[config.mk]
export PLATFORM = sky130hd
export DESIGN_NAME = wmt_top
export DESIGN_NICKNAME = d
export VERILOG_FILES = /design/src/wmt_top.v
export VERILOG_INCLUDE_DIRS = /design/src
export SDC_FILE = /design/constraint.sdc
export NUM_CORES = 1
export LEC_CHECK = 0
export BUFFER_PORTS_ARGS = -buffer_cell sky130_fd_sc_hd__buf_2
export CORE_MARGIN = 10
export CORE_UTILIZATION = 30
export DETAILED_ROUTE_END_ITERATION = 8
export SLEW_MARGIN = 25
export SYNTH_ARGS = -nofsm -noshare
export SYNTH_HDL_FRONTEND = slang
export SYNTH_SLANG_ARGS = --single-unit
[constraint.sdc]
create_clock -name clock -period 8 [get_ports clock]
set_input_delay 0.8 -clock clock [delete_from_list [all_inputs] [get_ports clock]]
set_output_delay 0.8 -clock clock [all_outputs]
set_load 0.01 [all_outputs]
[src/wmt_map.vh]
// constants and field positions of the wake-up match timer
// Functional notes
// - The timer is a 24-bit binary counter that only counts upward.
// - The counter is compared with the stored wake-up time and the interrupt rises when they become equal.
// - The counter advances once per second, giving wake-up delays from one second to about 194 days.
// - All timekeeping comes from the 32.768 kHz crystal oscillator input.
// - While the timer reset pin is low the counter stays cleared, and it counts once the pin is high.
// - Bounces on the timer reset pin are filtered so they cause no spurious reset or start.
// - The host loads the wake-up time over the two-wire bus and the device holds it.
// - Bits move in step with the host clock on SCL, the device receiving and sending on SDA.
// - The device only pulls SDA low or releases it, never drives it high.
// - The interrupt stays active after a match until the host performs the acknowledging read or the filtered timer reset pin goes low.
`ifndef WMT_MAP_VH
`define WMT_MAP_VH

// ==========================================================
// timer
`define WMT_CNT_W     24
`define WMT_OSC_HZ    32768
`define WMT_SEC_S     1
`define WMT_PRE_DIV   (`WMT_OSC_HZ * `WMT_SEC_S)
`define WMT_PRE_W     15
`define WMT_CNT_RST   24'h000000
`define WMT_WAKE_RST  24'hffffff

// ==========================================================
// timer reset filter, in oscillator periods
`define WMT_DEB_N     3'h4
`define WMT_DEB_W     3

// ==========================================================
// serial bus
`define WMT_I2C_ADDR  7'h32
`define WMT_BYTE_HI   2'h0
`define WMT_BYTE_MID  2'h1
`define WMT_BYTE_LO   2'h2
`define WMT_BIT_LAST  4'h8

`endif

[src/wmt_top.v]
// wake-up match timer: oscillator prescaler, 24-bit counter, two-wire slave
`timescale 1ns/100ps
`include "wmt_map.vh"

module wmt_top (
  input  wire clock,
  input  wire arst_n,
  input  wire osc_in,
  input  wire tmr_rst_n,
  input  wire scl_in,
  input  wire sda_in,
  output wire sda_out,
  output wire sda_oe,
  output wire int_out
);

  localparam [2:0] ST_IDLE = 3'h0;
  localparam [2:0] ST_ADDR = 3'h1;
  localparam [2:0] ST_AACK = 3'h2;
  localparam [2:0] ST_WDAT = 3'h3;
  localparam [2:0] ST_WACK = 3'h4;
  localparam [2:0] ST_RDAT = 3'h5;
  localparam [2:0] ST_RACK = 3'h6;

  // ==========================================================
  // reset release
  reg                  rst_s1_r;
  reg                  rst_s2_r;
  wire                 rst_n;

  always @(posedge clock or negedge arst_n) begin
    if (!arst_n) begin
      rst_s1_r <= 1'b0;
      rst_s2_r <= 1'b0;
    end else begin
      rst_s1_r <= 1'b1;
      rst_s2_r <= rst_s1_r;
    end
  end
  assign rst_n = rst_s2_r;

  // ==========================================================
  // pin synchronisers: osc, timer reset, scl, sda
  reg  [3:0]           sync1_r;
  reg  [3:0]           sync2_r;
  reg                  osc_d_r;
  reg                  scl_d_r;
  reg                  sda_d_r;
  wire                 osc_s;
  wire                 trst_s;
  wire                 scl_s;
  wire                 sda_s;

  always @(posedge clock or negedge rst_n) begin
    if (!rst_n) begin
      sync1_r <= 4'hf;
      sync2_r <= 4'hf;
      osc_d_r <= 1'b1;
      scl_d_r <= 1'b1;
      sda_d_r <= 1'b1;
    end else begin
      sync1_r <= {sda_in, scl_in, tmr_rst_n, osc_in};
      sync2_r <= sync1_r;
      osc_d_r <= osc_s;
      scl_d_r <= scl_s;
      sda_d_r <= sda_s;
    end
  end
  assign osc_s  = sync2_r[0];
  assign trst_s = sync2_r[1];
  assign scl_s  = sync2_r[2];
  assign sda_s  = sync2_r[3];

  wire                 osc_tick = osc_s & ~osc_d_r;
  wire                 scl_rise = scl_s & ~scl_d_r;
  wire                 scl_fall = ~scl_s & scl_d_r;
  wire                 i2c_start = scl_s & scl_d_r & ~sda_s & sda_d_r;
  wire                 i2c_stop  = scl_s & scl_d_r & sda_s & ~sda_d_r;

  // ==========================================================
  // timer reset chatter filter
  reg                  run_r;
  reg  [`WMT_DEB_W-1:0] deb_r;

  // needs stable level for several osc periods
  always @(posedge clock or negedge rst_n) begin
    if (!rst_n) begin
      run_r <= 1'b0;
      deb_r <= {`WMT_DEB_W{1'b0}};
    end else if (osc_tick) begin
      if (trst_s == run_r) begin
        deb_r <= {`WMT_DEB_W{1'b0}};
      end else if (deb_r == `WMT_DEB_N - 3'h1) begin
        run_r <= trst_s;
        deb_r <= {`WMT_DEB_W{1'b0}};
      end else begin
        deb_r <= deb_r + 3'h1;
      end
    end
  end

  // ==========================================================
  // prescaler and seconds counter
  reg  [`WMT_PRE_W-1:0] pre_r;
  reg  [`WMT_CNT_W-1:0] cnt_r;
  reg  [`WMT_CNT_W-1:0] wake_r;
  reg                  int_r;
  reg                  int_clr_r;
  wire                 sec_tick;
  wire [`WMT_CNT_W-1:0] cnt_nxt;

  assign sec_tick = run_r & osc_tick & (pre_r == `WMT_PRE_DIV - 1);
  assign cnt_nxt  = cnt_r + 24'h000001;

  always @(posedge clock or negedge rst_n) begin
    if (!rst_n) begin
      pre_r <= {`WMT_PRE_W{1'b0}};
      cnt_r <= `WMT_CNT_RST;
    end else if (!run_r) begin
      pre_r <= {`WMT_PRE_W{1'b0}};
      cnt_r <= `WMT_CNT_RST;
    end else if (osc_tick) begin
      pre_r <= pre_r + 15'h0001;
      if (sec_tick) begin
        cnt_r <= cnt_nxt;
      end
    end
  end

  // a match set wins over a host clear in the same cycle
  always @(posedge clock or negedge rst_n) begin
    if (!rst_n) begin
      int_r <= 1'b0;
    end else if (!run_r) begin
      int_r <= 1'b0;
    end else if (sec_tick && cnt_nxt == wake_r) begin
      int_r <= 1'b1;
    end else if (int_clr_r) begin
      int_r <= 1'b0;
    end
  end

  // ==========================================================
  // two-wire slave
  reg  [2:0]           st_r;
  reg  [3:0]           bit_r;
  reg  [1:0]           byte_r;
  reg  [7:0]           rx_r;
  reg  [7:0]           tx_r;
  reg  [15:0]          wbuf_r;
  reg  [`WMT_CNT_W-1:0] snap_r;
  reg                  oe_r;
  reg                  ack_r;
  reg  [7:0]           tx_sel;
  wire [1:0]           byte_inc;
  wire [1:0]           byte_sel;

  assign byte_inc = (byte_r == `WMT_BYTE_LO) ? `WMT_BYTE_HI : byte_r + 2'h1;
  // byte after a host ack comes from the index that ack moves to
  assign byte_sel = (st_r == ST_RACK) ? byte_inc : byte_r;

  always @* begin
    case (byte_sel)
      `WMT_BYTE_HI:  tx_sel = snap_r[23:16];
      `WMT_BYTE_MID: tx_sel = snap_r[15:8];
      default:       tx_sel = snap_r[7:0];
    endcase
  end

  always @(posedge clock or negedge rst_n) begin
    if (!rst_n) begin
      st_r    <= ST_IDLE;
      bit_r   <= 4'h0;
      byte_r  <= 2'h0;
      rx_r    <= 8'h00;
      tx_r    <= 8'h00;
      wbuf_r  <= 16'h0000;
      snap_r  <= `WMT_CNT_RST;
      wake_r  <= `WMT_WAKE_RST;
      oe_r    <= 1'b0;
      ack_r   <= 1'b0;
      int_clr_r <= 1'b0;
    end else begin
      int_clr_r <= 1'b0;
      if (i2c_start) begin
        st_r   <= ST_ADDR;
        bit_r  <= 4'h0;
        byte_r <= 2'h0;
        oe_r   <= 1'b0;
      end else if (i2c_stop) begin
        st_r <= ST_IDLE;
        oe_r <= 1'b0;
      end else if (scl_rise) begin
        if (st_r == ST_ADDR || st_r == ST_WDAT) begin
          rx_r  <= {rx_r[6:0], sda_s};
          bit_r <= bit_r + 4'h1;
        end
        if (st_r == ST_RACK) begin
          ack_r <= ~sda_s;
        end
      end else if (scl_fall) begin
        // change sda only while scl low
        case (st_r)
          ST_ADDR: begin
            if (bit_r == `WMT_BIT_LAST) begin
              if (rx_r[7:1] == `WMT_I2C_ADDR) begin
                oe_r <= 1'b1;
                st_r <= ST_AACK;
                if (rx_r[0]) begin
                  snap_r  <= cnt_r;
                  int_clr_r <= 1'b1;
                end
              end else begin
                st_r <= ST_IDLE;
              end
            end
          end
          ST_AACK: begin
            bit_r <= 4'h0;
            if (rx_r[0]) begin
              // drive low only, release for ones
              oe_r  <= ~tx_sel[7];
              tx_r  <= {tx_sel[6:0], 1'b0};
              bit_r <= 4'h1;
              st_r  <= ST_RDAT;
            end else begin
              oe_r <= 1'b0;
              st_r <= ST_WDAT;
            end
          end
          ST_WDAT: begin
            if (bit_r == `WMT_BIT_LAST) begin
              oe_r <= 1'b1;
              st_r <= ST_WACK;
              // high byte first, commit on third
              if (byte_r == `WMT_BYTE_LO) begin
                wake_r <= {wbuf_r, rx_r};
              end else begin
                wbuf_r <= {wbuf_r[7:0], rx_r};
              end
            end
          end
          ST_WACK: begin
            oe_r   <= 1'b0;
            bit_r  <= 4'h0;
            byte_r <= byte_inc;
            st_r   <= ST_WDAT;
          end
          ST_RDAT: begin
            if (bit_r == `WMT_BIT_LAST) begin
              oe_r <= 1'b0;
              st_r <= ST_RACK;
            end else begin
              oe_r  <= ~tx_r[7];
              tx_r  <= {tx_r[6:0], 1'b0};
              bit_r <= bit_r + 4'h1;
            end
          end
          ST_RACK: begin
            if (ack_r) begin
              oe_r   <= ~tx_sel[7];
              tx_r   <= {tx_sel[6:0], 1'b0};
              bit_r  <= 4'h1;
              st_r   <= ST_RDAT;
            end else begin
              oe_r <= 1'b0;
              st_r <= ST_IDLE;
            end
          end
          default: begin
            oe_r <= 1'b0;
          end
        endcase
        if (st_r == ST_RACK && ack_r) begin
          byte_r <= byte_inc;
        end
      end
    end
  end

  // data line level driven is always low; only enable moves
  reg                  sda_lvl_r;
  reg                  int_out_r;
  always @(posedge clock or negedge rst_n) begin
    if (!rst_n) begin
      sda_lvl_r <= 1'b0;
      int_out_r <= 1'b0;
    end else begin
      sda_lvl_r <= 1'b0;
      int_out_r <= int_r;
    end
  end

  assign sda_out = sda_lvl_r;
  assign sda_oe  = oe_r;
  assign int_out = int_out_r;

endmodule

* After elaboration in Yosys (flattened, before gate mapping)
Index checks and enable logic that the tools add are counted.
** Word-level totals
- Flip-flop bits (word level) :: 150
- Input port bits :: 6
** Cells by class
- Muxes and demuxes :: 62
- Eq/ne operators :: 30
- Bitwise logic cells :: 22
- Add/sub/neg operators :: 5
- Reduce and logical (&&, ||, !) cells :: 23
** Operator list (number)
- 2-to-1 mux 24 bit :: 3
- 2-to-1 mux 3 bit :: 11
- 2-to-1 mux 15 bit :: 2
- 2-to-1 mux 4 bit :: 7
- adder 24 x 1 -> 24 bit (second input constant) :: 1
- == test 24 bit :: 1
- 2-to-1 mux 8 bit :: 3
- case mux 8 bit (3 select lines) :: 1
- 2-to-1 mux 1 bit :: 22
- 2-to-1 mux 2 bit :: 9
- case mux 3 bit (6 select lines) :: 1
- case mux 4 bit (4 select lines) :: 1
- case mux 8 bit (2 select lines) :: 1
- AND reduction 8 bit :: 2
- adder 15 x 1 -> 15 bit (second input constant) :: 1
- == test 15 bit (second input constant) :: 1
- AND reduction 7 bit :: 2
- != test 4 x 3 -> 1 bit (second input constant) :: 3
- != test 4 bit (second input constant) :: 3
- inverter 1 bit :: 12
- AND reduction 4 bit :: 3
- AND reduction 6 bit :: 2
- nonzero test 3 bit :: 4
- bitwise AND 1 bit :: 10
- 24 further kinds :: 36

* Logic depth before layout (Yosys ltp)
Gate-level depths: netlist (run 1).
- Word-level depth :: 12
- Depth in mapped cells :: 10

* Least setup slack after synthesis (run 1)
No wires, ideal clock.
- Path type :: register -> register
- From :: reg bit_r[0]
- To :: reg wake_r[0]
- Slack :: 5.670 ns
- Arrival :: 2.248 ns
- Cell stages (with the launch flop) :: 9
- Cell sequence :: dfrtp_1 inv_1 ha_1 and3b_1 and2_1 nand2_1 nor3_1 buf_2 mux2_2
** Between the ends
- Word-level cells in the longest chain between the ends :: 2
** RTL lines
- from (decl) :: RTL line wmt_top.v:146 : reg [3:0] bit_r;
- from (signal assigned) :: RTL line wmt_top.v:196 : bit_r <= bit_r + 4'h1;
- from (signal assigned) :: RTL line wmt_top.v:256 : bit_r <= bit_r + 4'h1;
- == test 4 bit (no line)
- AND reduction 7 bit (no line)
- to (signal assigned) :: RTL line wmt_top.v:179 : wake_r <= `WMT_WAKE_RST;
- to (signal assigned) :: RTL line wmt_top.v:237 : wake_r <= {wbuf_r, rx_r};
- to (decl) :: RTL line wmt_top.v:106 : reg [`WMT_CNT_W-1:0] wake_r;
Every way passes these cells.
A chain may end at the register's enable or synchronous reset.

* Final worst setup path (run 1)
- From :: reg cnt_r[3]
- To :: reg int_r
** Between the ends
- Word-level cells in the longest chain between the ends :: 5
- Elaborated cells between the ends (all ways) :: 6
** RTL lines
- from (decl) :: RTL line wmt_top.v:105 : reg [`WMT_CNT_W-1:0] cnt_r;
- from (signal assigned) :: RTL line wmt_top.v:118 : cnt_r <= `WMT_CNT_RST;
- from (signal assigned) :: RTL line wmt_top.v:121 : cnt_r <= `WMT_CNT_RST;
- from (signal assigned) :: RTL line wmt_top.v:125 : cnt_r <= cnt_nxt;
- adder 24 x 1 -> 24 bit (*) :: RTL line wmt_top.v:113 : assign cnt_nxt = cnt_r + 24'h000001;
- == test 24 bit (*) :: RTL line wmt_top.v:136 : end else if (sec_tick && cnt_nxt == wake_r) begin
- logical AND 1 bit (*) :: RTL line wmt_top.v:136
- 2-to-1 mux 1 bit :: RTL line wmt_top.v:136
- 2-to-1 mux 1 bit :: RTL line wmt_top.v:134 : end else if (!run_r) begin
- to (signal assigned) :: RTL line wmt_top.v:133 : int_r <= 1'b0;
- to (signal assigned) :: RTL line wmt_top.v:135 : int_r <= 1'b0;
- to (signal assigned) :: RTL line wmt_top.v:137 : int_r <= 1'b1;
- to (decl) :: RTL line wmt_top.v:107 : reg int_r;
Every way passes the cells marked *; elsewhere a longest branch is shown, timed or not.

==> results of run 1 <==
cells in the final DEF, fill, tap and decap left out, types with 6 or more instances in the layout:
master | Yosys | layout
nor3_1 | 13 | 11
xor2_1 | 16 | 16
clkbuf_16 | 0 | 17
nand3_1 | 40 | 40
dfrtp_1 | 114 | 113
nand4_1 | 14 | 14
and2_1 | 44 | 44
buf_2 | 12 | 7
xnor2_1 | 44 | 44
and3_1 | 8 | 8
nor4_1 | 6 | 6
nor2_1 | 31 | 30
a211oi_1 | 11 | 11
nor2b_1 | 13 | 13
nand2_1 | 82 | 82
dfstp_2 | 35 | 35
ha_1 | 9 | 9
o21ai_0 | 35 | 35
or3_1 | 7 | 7
inv_1 | 11 | 11
nand2b_1 | 8 | 8
mux2_2 | 79 | 79
a21oi_1 | 20 | 20
a31oi_1 | 10 | 10
metrics by stage:
| step | power, mW | cells | utilization | hold WS (ps) |
|---|---|---|---|---|
| 3_5_place_dp | 0.9070 | 1061 | 0.3142 | 251.4 |
| 2_1_floorplan | 0.8749 | 761 | - | 331.2 |
| 6_report | 1.652 | 1093 | 0.3360 | 145.0 |
| 3_3_place_gp | 0.9048 | 1061 | 0.3140 | 248.8 |
| 5_1_grt | 1.727 | 1093 | 0.3360 | 129.5 |
| 4_1_cts | 1.678 | 1093 | 0.3358 | 127.0 |
final cells by class:
class | count | area, um^2 | area share
clock inverter | 13 | 126.4 | 0.01452
multi-input combinational | 555 | 3845 | 0.4417
timing repair buffer | 11 | 65.06 | 0.007473
tap | 335 | 419.2 | 0.04815
clock buffer | 19 | 432.9 | 0.04973
sequential | 149 | 3776 | 0.4337
inverter | 11 | 41.29 | 0.004743
cell usage after synthesis, types with 3 or more instances:
master,number
nor2b_1,13
xor2_1,16
o21ai_0,35
and4_1,4
a211oi_1,11
dfstp_2,35
nand2b_1,8
nor3b_1,3
o211ai_1,3
nor3_1,13
nand3b_1,3
o31ai_1,5
clkbuf_1,30
nand2_1,82
and3_1,8
or4_1,4
buf_1,3
ha_1,9
a21boi_0,5
nand4b_1,3
and2_1,44
xnor2_1,44
a21oi_1,20
or3_1,7
nand4_1,14
mux2_2,79
a31oi_1,10
nor2_1,31
dfrtp_1,114
nand3_1,40
buf_2,12
inv_1,11
nor4_1,6
cell families after synthesis:
group,after synthesis
AND/OR/NAND/NOR,293
flip-flops,149
AO/OA/AOI/OAI,107
multiplexers,81
XOR/XNOR,61
buffers and inverters,57
adder cells (fa/ha/maj),11
other,2
critical path, delay by kind of cell, from the launching register on:
kind,cells,cell delay [ps]
DFF,1,520
AOI/OAI and AO/OA,2,320
and+or+nand+nor,5,1910
power by group:
| part | total [mW] | leakage [nW] | switching (mW) | internal, mW |
|---|---|---|---|---|
| clock network | 0.761 | 0.261 | 0.330 | 0.431 |
| logic | 0.0923 | 1.44 | 0.0581 | 0.0342 |
| registers | 0.799 | 1.94 | 0.0233 | 0.775 |
routing by layer:
layer | share of wire | wire length (um) | up-vias | track usage
li1 | - | - | 2641 | -
met5 | 0 | 0 | - | 0
met2 | 0.46 | 7604 | 80 | 0.1551
met1 | 0.48 | 7944 | 2646 | 0.1352
met3 | 0.037 | 614 | 21 | 0.01630
met4 | 0.016 | 262 | 0 | 0.04393
registers in the layout (all words and copies together), names as in the netlist, 7 cells and up:
register,count
tx_r,7
snap_r,24
wbuf_r,16
rx_r,8
pre_r,15
cnt_r,24
wake_r,24
worst max-delay path by stage:
stage / from / end / slack (ps)
after detailed placement: pre_r[0]$_DFFE_PN0P_ / cnt_r[11]$_DFFE_PN0P_ / 5250
after global routing: cnt_r[3]$_DFFE_PN0P_ / int_r$_DFFE_PN0P_ / 4950
final: cnt_r[3]$_DFFE_PN0P_ / int_r$_DFFE_PN0P_ / 5190
after CTS: pre_r[0]$_DFFE_PN0P_ / cnt_r[11]$_DFFE_PN0P_ / 5240
after floorplan: rst_n$_DFF_PN0_ / ack_r$_DFFE_PN0P_ / 3600
after global placement: rx_r[3]$_DFFE_PN0P_ / snap_r[13]$_DFFE_PN0P_ / 5030
==> out/results.txt, run 1 <==
Antenna diodes: 0
Ys async rst share: 1.000
CTS tree: built
Final Worst Setup Slack: 5189 ps
Io pins: 9
RSZ-0062 raised after global routing: false
CTS Buffer Depth: 2
# hold bufs at CTS: 0
Skew-Pair Late Insertion Delay: 430 ps
Syn-to-layout area delta: 11.15%
Final nets: 760
PortBufs: 7
Fillers: 2572
Syn_nets: 776
Lkg Pwr: 3.641 nW
Drt wl/cell: 15.03 um
Synth Area in Simple Gates: 0.1984
Status: finished, final reports clean
Placed inst area: 8142 um^2
Combinational family with the most area after synthesis: simple AND/OR/NAND/NOR gates
Register bit total from synthesis: 149
Post-synth top area cell: dfrtp_1
R2R Setup Slk: 5190 ps
Slew Limit Fails: 0
Die ar.: 32970 um^2
TritonRoute pass-1 iters: 5
Post-synth top flop: dfrtp_1
Distinct cells, synth: 61
Post-synth EDFFs: 0
Vias per inst: 4.930
CP dominant cell by count: nand4_1
Synth top area cells: dfrtp_1, dfstp_2, mux2_2, xnor2_1, nand2_1
Period utilisation layout: 0.3514
Mapped Cells: 761
DP Worst Slack: 5249 ps
Crit path launch type: register
TritonCTS Buffers: 17
Compound-gate portion of the synthesized area: 0.08626
Post-synthesis sequential area ratio: 0.4816
Setup TNS: 0 ps
Clock skew: 13.22 ps
Die W: 181.6 um
FMAX: 355.7 MHz
Starting density of the core: 0.3023
Min cycle time layout: 2811 ps
Post-synthesis mux area share: 0.1161
Design Area, Final: 8706 um^2
Mapped Area: 7833 um^2
DRT Wirelength: 16430 um
Peak supply drop: 0.1304 mV
Number of setup buffers added after CTS: 0
Post-CTS Resized: 0
Critical path, cell by cell: nand4_1 > nor4_1 > nor3b_1 > o211ai_1 > a32oi_1 > nand4_1 > nand2_1
Data arrival, critical path: 3180 ps
Vias in the first global route: 5075
GRT Util Overall: 0.1004
Antenna viol nets, final: 0
Worst r2r src: cnt_r[3]$_DFFE_PN0P_
Share of layout cells above drive strength 1: 0.2177
Dpl hpwl: 11460 um
CTS sink count: 149
Synth Area in Adders: 0.01693
Max-Cap Viols: 0
Iter 0 DRT Violations: 416
CP Data Required Time: 8370 ps
Area share of the largest cell type after synthesis: 0.3642
Placer Congestion: 0.8290
Global-route wire length before repair: 27210 um
Setup violators final: 0
H-tree levels: 4
Post-synthesis xor/xnor area fraction: 0.06997
HP Class: primary input to asynchronous set/reset pin
Vias: 5388
Final Hold Vio Count: 0
Crit-path max FO: 16
Cell depth of the worst flop-to-flop path: 7
Pin count of the biggest net entering global routing: 66
Antenna violations before repair: 0
Power density over the cells: 189.8 nW/um^2
Core Footprint: 25910 um^2
Clock root cell: clkbuf_16
Synth warn: 0
Slew at the pin closest to its max-slew limit: 885.4 ps
Crit-path slowest cell: nor4_1
Post-route DRC violation count: 0
Clock transition at the registers of the reported paths: 70 ps
CP max stage delay: 930 ps
R2R Path End: int_r$_DFFE_PN0P_
Kind of critical path: register to register
GRT Residual Overflow: 0
Nature of the critical path endpoint: register
Rel. slew slack: 0.4043
Placement Rows: 59
Post-Syn Area per Cell: 10.29 um^2
Die H: 181.6 um
(Power assumes the default switching activity.)
==> run 2: changes to the inputs <==
==> constraint.sdc (replaced) <==
create_clock -name clock -period 2.45 [get_ports clock]
set_input_delay 0.245 -clock clock [delete_from_list [all_inputs] [get_ports clock]]
set_output_delay 0.245 -clock clock [all_outputs]
set_load 0.01 [all_outputs]
==> run 2 against run 1 <==
Clock-buffer cell count down 1. Flip-flop and latch count unchanged. Sequential share of layout area down 2.4 points. Non-clock buffer count up 52. Cell count up 4.8%. Design area up 6.0%. Critical path depth unchanged. Combinational power rose to 3.5 times the previous value. Via count up 6.2%. Die area unchanged. Worst setup slack worse by 5000 ps. Critical path type unchanged. Critical endpoint unchanged. Largest power group is now the clock network. Highest routed layer unchanged.
==> out/results.txt, run 2 (synthesis gave the netlist of run 1 again) <==
Drt wl/cell: 15.12 um (was 15.03 um)
CTS sink count: 149 (unchanged)
Slew Limit Fails: 0 (unchanged)
Commonest non-fill, non-tap cells in the layout: dfrtp_1, nand2_1, mux2_2 (unchanged)
Final core occ: 0.3560 (was 0.3360)
Die H: 181.6 um (unchanged)
TritonCTS Buffers: 17 (unchanged)
Antenna violations before repair: 0 (unchanged)
Core Footprint: 25910 um^2 (unchanged)
CP Buf/Inv Count: 0 (unchanged)
GRT Util Overall: 0.1072 (was 0.1004)
Die ar.: 32970 um^2 (unchanged)
PortBufs: 7 (unchanged)
Crit-path max FO: 8 (was 16)
Skew-Pair Late Insertion Delay: 420 ps (was 430 ps)
Starting density of the core: 0.3023 (unchanged)
Final Power: 5.589 mW (was 1.652 mW)
Antenna viol nets, final: 0 (unchanged)
GRT Residual Overflow: 0 (unchanged)
Final nets: 812 (was 760)
Setup TNS: 0 ps (unchanged)
HP Class: primary input to asynchronous set/reset pin (unchanged)
Data arrival, critical path: 2670 ps (was 3180 ps)
Final Hold Vio Count: 0 (unchanged)
Iter 0 DRT Violations: 357 (was 416)
Share of layout cells above drive strength 1: 0.2642 (was 0.2177)
Placed Instances: 1108 (was 1061)
Vias: 5720 (was 5388)
Global-route wire length before repair: 29430 um (was 27210 um)
Vias in the first global route: 5611 (was 5075)
CP Data Required Time: 2810 ps (was 8370 ps)
Antenna diodes: 0 (unchanged)
H-tree levels: 4 (unchanged)
RSZ-0062 raised after global routing: false (unchanged)
Nature of the critical path endpoint: register (unchanged)
Clock root cell: clkbuf_16 (unchanged)
FMAX: 433.0 MHz (was 355.7 MHz)
DRT Wirelength: 17310 um (was 16430 um)
Syn-to-layout area delta: 17.78% (was 11.15%)
Crit-path slowest cell: or4_1 (was nor4_1)
Number of setup buffers added after CTS: 0 (unchanged)
Max-Cap Viols: 0 (unchanged)
Largest regs: cnt_r (24), snap_r (24), wake_r (24) (unchanged)
Peak supply drop: 0.4718 mV (was 0.1304 mV)
Crit path launch type: register (unchanged)
Post-route DRC violation count: 0 (unchanged)
Lkg Pwr: 3.958 nW (was 3.641 nW)
Placement Rows: 59 (unchanged)
Status: finished, final reports clean (unchanged)
Clock transition at the registers of the reported paths: 60 ps (was 70 ps)
Critical path, cell by cell: nand4_4 > or3_1 > o31a_1 > or4_1 > a32oi_1 > nand4_1 > nand2_1 (was nand4_1 > nor4_1 > nor3b_1 > o211ai_1 > a32oi_1 > nand4_1 > nand2_1)
Fin cells: 1145 (was 1093)
Period utilisation layout: 0.9427 (was 0.3514)
Placed inst area: 8577 um^2 (was 8142 um^2)
Slew at the pin closest to its max-slew limit: 698.5 ps (was 885.4 ps)
TritonRoute pass-1 iters: 4 (was 5)
Pin count of the biggest net entering global routing: 80 (was 66)
Most common cell after layout, fill and taps aside: dfrtp_1 (unchanged)
Kind of critical path: register to register (unchanged)
Power density over the cells: 605.8 nW/um^2 (was 189.8 nW/um^2)
Min cycle time layout: 2310 ps (was 2811 ps)
DP Worst Slack: 136.6 ps (was 5249 ps)
Design Area, Final: 9225 um^2 (was 8706 um^2)
Io pins: 9 (unchanged)
CTS Buffer Depth: 2 (unchanged)
Die W: 181.6 um (unchanged)
Critical path's top delay family: simple AND/OR/NAND/NOR gates (unchanged)
CTS tree: built (unchanged)
Final Worst Setup Slack: 140.4 ps (was 5189 ps)
Vias per inst: 4.996 (was 4.930)
Fillers: 2575 (was 2572)
Rel. slew slack: 0.5300 (was 0.4043)
Placer Congestion: 0.8748 (was 0.8290)
Clock skew: 9.418 ps (was 13.22 ps)
Dpl hpwl: 12240 um (was 11460 um)
Setup violators final: 0 (unchanged)
Hold WS: 144.2 ps (was 145.0 ps)
CP max stage delay: 500 ps (was 930 ps)
run 2: cell type report:
class	instances	area, um^2	area share
inverters	11	41.29	0.004476
clock inverters	14	165.2	0.01790
repair buffers	63	555.5	0.06022
flip-flops and latches	149	3777	0.4095
well taps	335	419.2	0.04544
clock buffers	18	429.2	0.04652
multi-input cells	555	3837	0.4160
run 2: power by group:
| part | switching, mW | leakage [nW] | total, mW | internal (mW) |
|---|---|---|---|---|
| Clock | 1.12 | 0.290 | 2.65 | 1.53 |
| Combinational | 0.196 | 1.73 | 0.322 | 0.126 |
| Sequential | 0.0864 | 1.94 | 2.62 | 2.53 |
| Total | 1.40 | 3.96 | 5.59 | 4.19 |
run 2: timing repair:
item	in CTS	in global routing
gates resized for setup	0	2
setup endpoints to repair	0	1
hold buffers	5	0
hold endpoints to repair	6	0
run 2: routing by layer:
| metal | up-vias | part of all wire | track usage |
|---|---|---|---|
| li1 | 2755 | - | - |
| met1 | 2844 | 0.49 | 0.1449 |
| met2 | 99 | 0.46 | 0.1670 |
| met3 | 22 | 0.027 | 0.01610 |
| met4 | 0 | 0.021 | 0.04491 |
| met5 | - | 0 | 0 |
run 2: worst paths after layout:
check | startpoint | end | slack [ps] | depth (start not counted)
max in group asynchronous | rst_n$_DFF_PN0_ | wake_r[21]$_DFFE_PN1P_ | 1550 | 1
hold reg to reg | rst_n$_DFF_PN0_ | bit_r[0]$_DFFE_PN0P_ | 180 | 0
setup reg to reg | cnt_r[7]$_DFFE_PN0P_ | int_r$_DFFE_PN0P_ | 140 | 7
hold / removal | arst_n | rst_s1_r$_DFF_PN0_ | 140 | 2
min in group clock | rst_s1_r$_DFF_PN0_ | rst_n$_DFF_PN0_ | 350 | 0
setup / recovery | cnt_r[7]$_DFFE_PN0P_ | int_r$_DFFE_PN0P_ | 140 | 7
==> run 3: changes to the inputs <==
--- a/config.mk
+++ b/config.mk
@@ -9,7 +9,10 @@
 export BUFFER_PORTS_ARGS = -buffer_cell sky130_fd_sc_hd__buf_2
 export CORE_MARGIN = 10
 export CORE_UTILIZATION = 30
+export CTS_BUF_LIST = sky130_fd_sc_hd__clkbuf_8
 export DETAILED_ROUTE_END_ITERATION = 8
+export GPL_TIMING_DRIVEN = 0
+export REMOVE_ABC_BUFFERS = 1
 export SLEW_MARGIN = 25
 export SYNTH_ARGS = -nofsm -noshare
 export SYNTH_HDL_FRONTEND = slang
==> run 3 against run 2 <==
Critical path type unchanged. Via count fell by 3.8%. Highest routed layer unchanged. Sequential share of layout area grew 1.0 points. Critical endpoint unchanged. First-iteration DRC count is 16% lower. Global-route usage shrank 0.72 points. Clock power fell by 22%. The run now ends with setup timing left. Register-to-register slack got worse by 180 ps.
==> out/results.txt, run 3 (synthesis gave the netlist of run 1 again) <==
Status: finished with violations (was finished, final reports clean)
Failing checks: setup timing
Min cycle time layout: 2491 ps (was 2310 ps)
Combinational Power Share: 0.048 (was 0.058)
CP max stage delay: 430 ps (was 500 ps)
Max-Cap Viols: 0 (unchanged)
M3 GR Usage: 0.01829 (was 0.01610)
NetSw: 1.162 mW (was 1.399 mW)
Clock root cell: clkbuf_8 (was clkbuf_16)
Multi-input logic area: 3943 um^2 (was 3837 um^2)
Clock power share: 0.415 (was 0.474)
CTS sink count: 149 (unchanged)
Pin count of the biggest net entering global routing: 48 (was 80)
TritonCTS Buffers: 17 (unchanged)
Commonest non-fill, non-tap cells in the layout: dfrtp_1, nand2_1, mux2_2 (unchanged)
CTS Buffer Depth: 2 (unchanged)
Final nets: 797 (was 812)
Fin cells: 1130 (was 1145)
Period utilisation layout: 1.017 (was 0.9427)
DRT Wirelength: 16400 um (was 17310 um)
Switching share of power: 0.2329 (was 0.2504)
Dpl hpwl: 11150 um (was 12240 um)
Peak supply drop: 0.4943 mV (was 0.4718 mV)
Vias per inst: 4.872 (was 4.996)
Gr busiest metal: met2 (unchanged)
Clock skew: 22.39 ps (was 9.418 ps)
PortBufs: 7 (unchanged)
Cell depth of the worst flop-to-flop path: 8 (was 7)
Slew Limit Fails: 0 (unchanged)
Critical path, cell by cell: ha_4 > nand3_1 > or3_1 > or3_1 > a41o_1 > nor4_1 > nand4_1 > nand2_1 (was nand4_4 > or3_1 > o31a_1 > or4_1 > a32oi_1 > nand4_1 > nand2_1)
Antenna violations before repair: 0 (unchanged)
Skew-Pair Late Insertion Delay: 450 ps (was 420 ps)
Vias: 5505 (was 5720)
Iter 0 DRT Violations: 300 (was 357)
Post-route DRC violation count: 0 (unchanged)
RSZ-0062 raised after global routing: true (was false)
Setup TNS: -40.61 ps (was 0 ps)
R2R Setup Slk: -40 ps (was 140 ps)
Kind of critical path: register to register (unchanged)
Met2 Use GR: 0.1532 (was 0.1670)
CP dominant cell by count: or3_1
GRT Residual Overflow: 0 (unchanged)
Placement Rows: 59 (unchanged)
Antenna viol nets, final: 0 (unchanged)
Final Hold Vio Count: 0 (unchanged)
Most common cell after layout, fill and taps aside: dfrtp_1 (unchanged)
R2R Path End: int_r$_DFFE_PN0P_ (unchanged)
Placed Instances: 1063 (was 1108)
Placer Congestion: 0.8596 (was 0.8748)
Core Footprint: 25910 um^2 (unchanged)
FMAX: 401.5 MHz (was 433.0 MHz)
Syn-to-layout area delta: 15.70% (was 17.78%)
Largest regs: cnt_r (24), snap_r (24), wake_r (24) (unchanged)
Die ar.: 32970 um^2 (unchanged)
Sequential Area: 3804 um^2 (was 3777 um^2)
Global-route wire length before repair: 27370 um (was 29430 um)
Final Power: 4.989 mW (was 5.589 mW)
Share of layout cells above drive strength 1: 0.2893 (was 0.2642)
Crit path launch type: register (unchanged)
Reg power frac: 0.537 (was 0.468)
CTS tree: built (unchanged)
Met1 GRT Util: 0.1354 (was 0.1449)
Cell-internal power: 3.827 mW (was 4.190 mW)
Rel. slew slack: 0.4686 (was 0.5300)
Power density over the cells: 550.5 nW/um^2 (was 605.8 nW/um^2)
Fillers: 2568 (was 2575)
Starting density of the core: 0.3023 (unchanged)
GRT Util Overall: 0.09998 (was 0.1072)
Nature of the critical path endpoint: register (unchanged)
Clock transition at the registers of the reported paths: 80 ps (was 60 ps)
Vias in the first global route: 5284 (was 5611)
Crit-path slowest cell: or3_1 (was or4_1)
Die W: 181.6 um (unchanged)
H-tree levels: 4 (unchanged)
Crit-path max FO: 7 (was 8)
CP Data Required Time: 2830 ps (was 2810 ps)
Worst r2r src: cnt_r[0]$_DFFE_PN0P_ (was cnt_r[7]$_DFFE_PN0P_)
TritonRoute pass-1 iters: 5 (was 4)
Lkg Pwr: 3.818 nW (was 3.958 nW)
Slew at the pin closest to its max-slew limit: 784.6 ps (was 698.5 ps)
Hold WS: 113.4 ps (was 144.2 ps)
Io pins: 9 (unchanged)
Drt wl/cell: 14.52 um (was 15.12 um)
Setup violators final: 1 (was 0)
Antenna diodes: 0 (unchanged)
Die H: 181.6 um (unchanged)
HP Class: primary input to asynchronous set/reset pin (unchanged)
Data arrival, critical path: 2870 ps (was 2670 ps)
Final Worst Setup Slack: -40.61 ps (was 140.4 ps)
## run 3: routing by layer
layer / routed length (um) / share of wire / up-vias
met5: 0 / 0 / -
met4: 393 / 0.024 / 0
met3: 392 / 0.024 / 26
met2: 7632 / 0.47 / 84
met1: 7984 / 0.49 / 2695
li1: - / - / 2700
## run 3: area by class of cell
cell class / instances / share of cell area
Multi-Input combinational cell: 556 / 0.4350
Tap cell: 335 / 0.04625
Timing Repair Buffer: 47 / 0.04598
Sequential cell: 149 / 0.4197
Clock inverter: 12 / 0.01809
Clock buffer: 20 / 0.03037
Inverter: 11 / 0.004556
## run 3: power groups by stage
stage / registers [mW] / clock network, mW / logic, mW
3_5_place_dp: 2.73 / 0 / 0.236
4_1_cts: 2.69 / 2.15 / 0.245
2_1_floorplan: 2.69 / 0 / 0.146
3_3_place_gp: 2.77 / 0 / 0.177
5_1_grt: 2.71 / 2.25 / 0.274
6_report: 2.68 / 2.07 / 0.239
## run 3: through the flow
stage          worst slack (ps)  area [um^2]  utilization
5_1_grt                  -91.84         9062       0.3498
3_3_place_gp              -3705         8095       0.3124
3_5_place_dp             -565.7         8217       0.3171
4_1_cts                  -148.3         8828       0.3407
6_report                 -40.61         9062       0.3498
2_1_floorplan             -1948         7641            -
## run 3: worst max-delay path by stage
stage	end	from	cells after the start
floorplan	ack_r$_DFFE_PN0P_	rst_n$_DFF_PN0_	0
global placement	pre_r[2]$_DFFE_PN0P_	rst_n$_DFF_PN0_	0
detailed placement	int_r$_DFFE_PN0P_	cnt_r[4]$_DFFE_PN0P_	7
CTS	int_r$_DFFE_PN0P_	cnt_r[2]$_DFFE_PN0P_	7
global route	int_r$_DFFE_PN0P_	cnt_r[0]$_DFFE_PN0P_	8
finish	int_r$_DFFE_PN0P_	cnt_r[0]$_DFFE_PN0P_	8
## run 3: what timing repair did
| action | in CTS | in global routing |
|---|---|---|
| endpoints found under the hold margin | 6 | 0 |
| hold buffers | 5 | 0 |
| gates cloned | 1 | 0 |
| pin swaps | 3 | 5 |
| gates resized for setup | 24 | 17 |
| setup endpoints to repair | 74 | 54 |
| setup buffers | 6 | 24 |
## run 3: critical path, delay by kind of cell (launching register included)
kind,cells,cell delay (ps)
AO/OA/AOI/OAI,1,230
adder cells (fa/ha/maj),1,200
flip-flops,1,420
AND/OR/NAND/NOR,6,1590
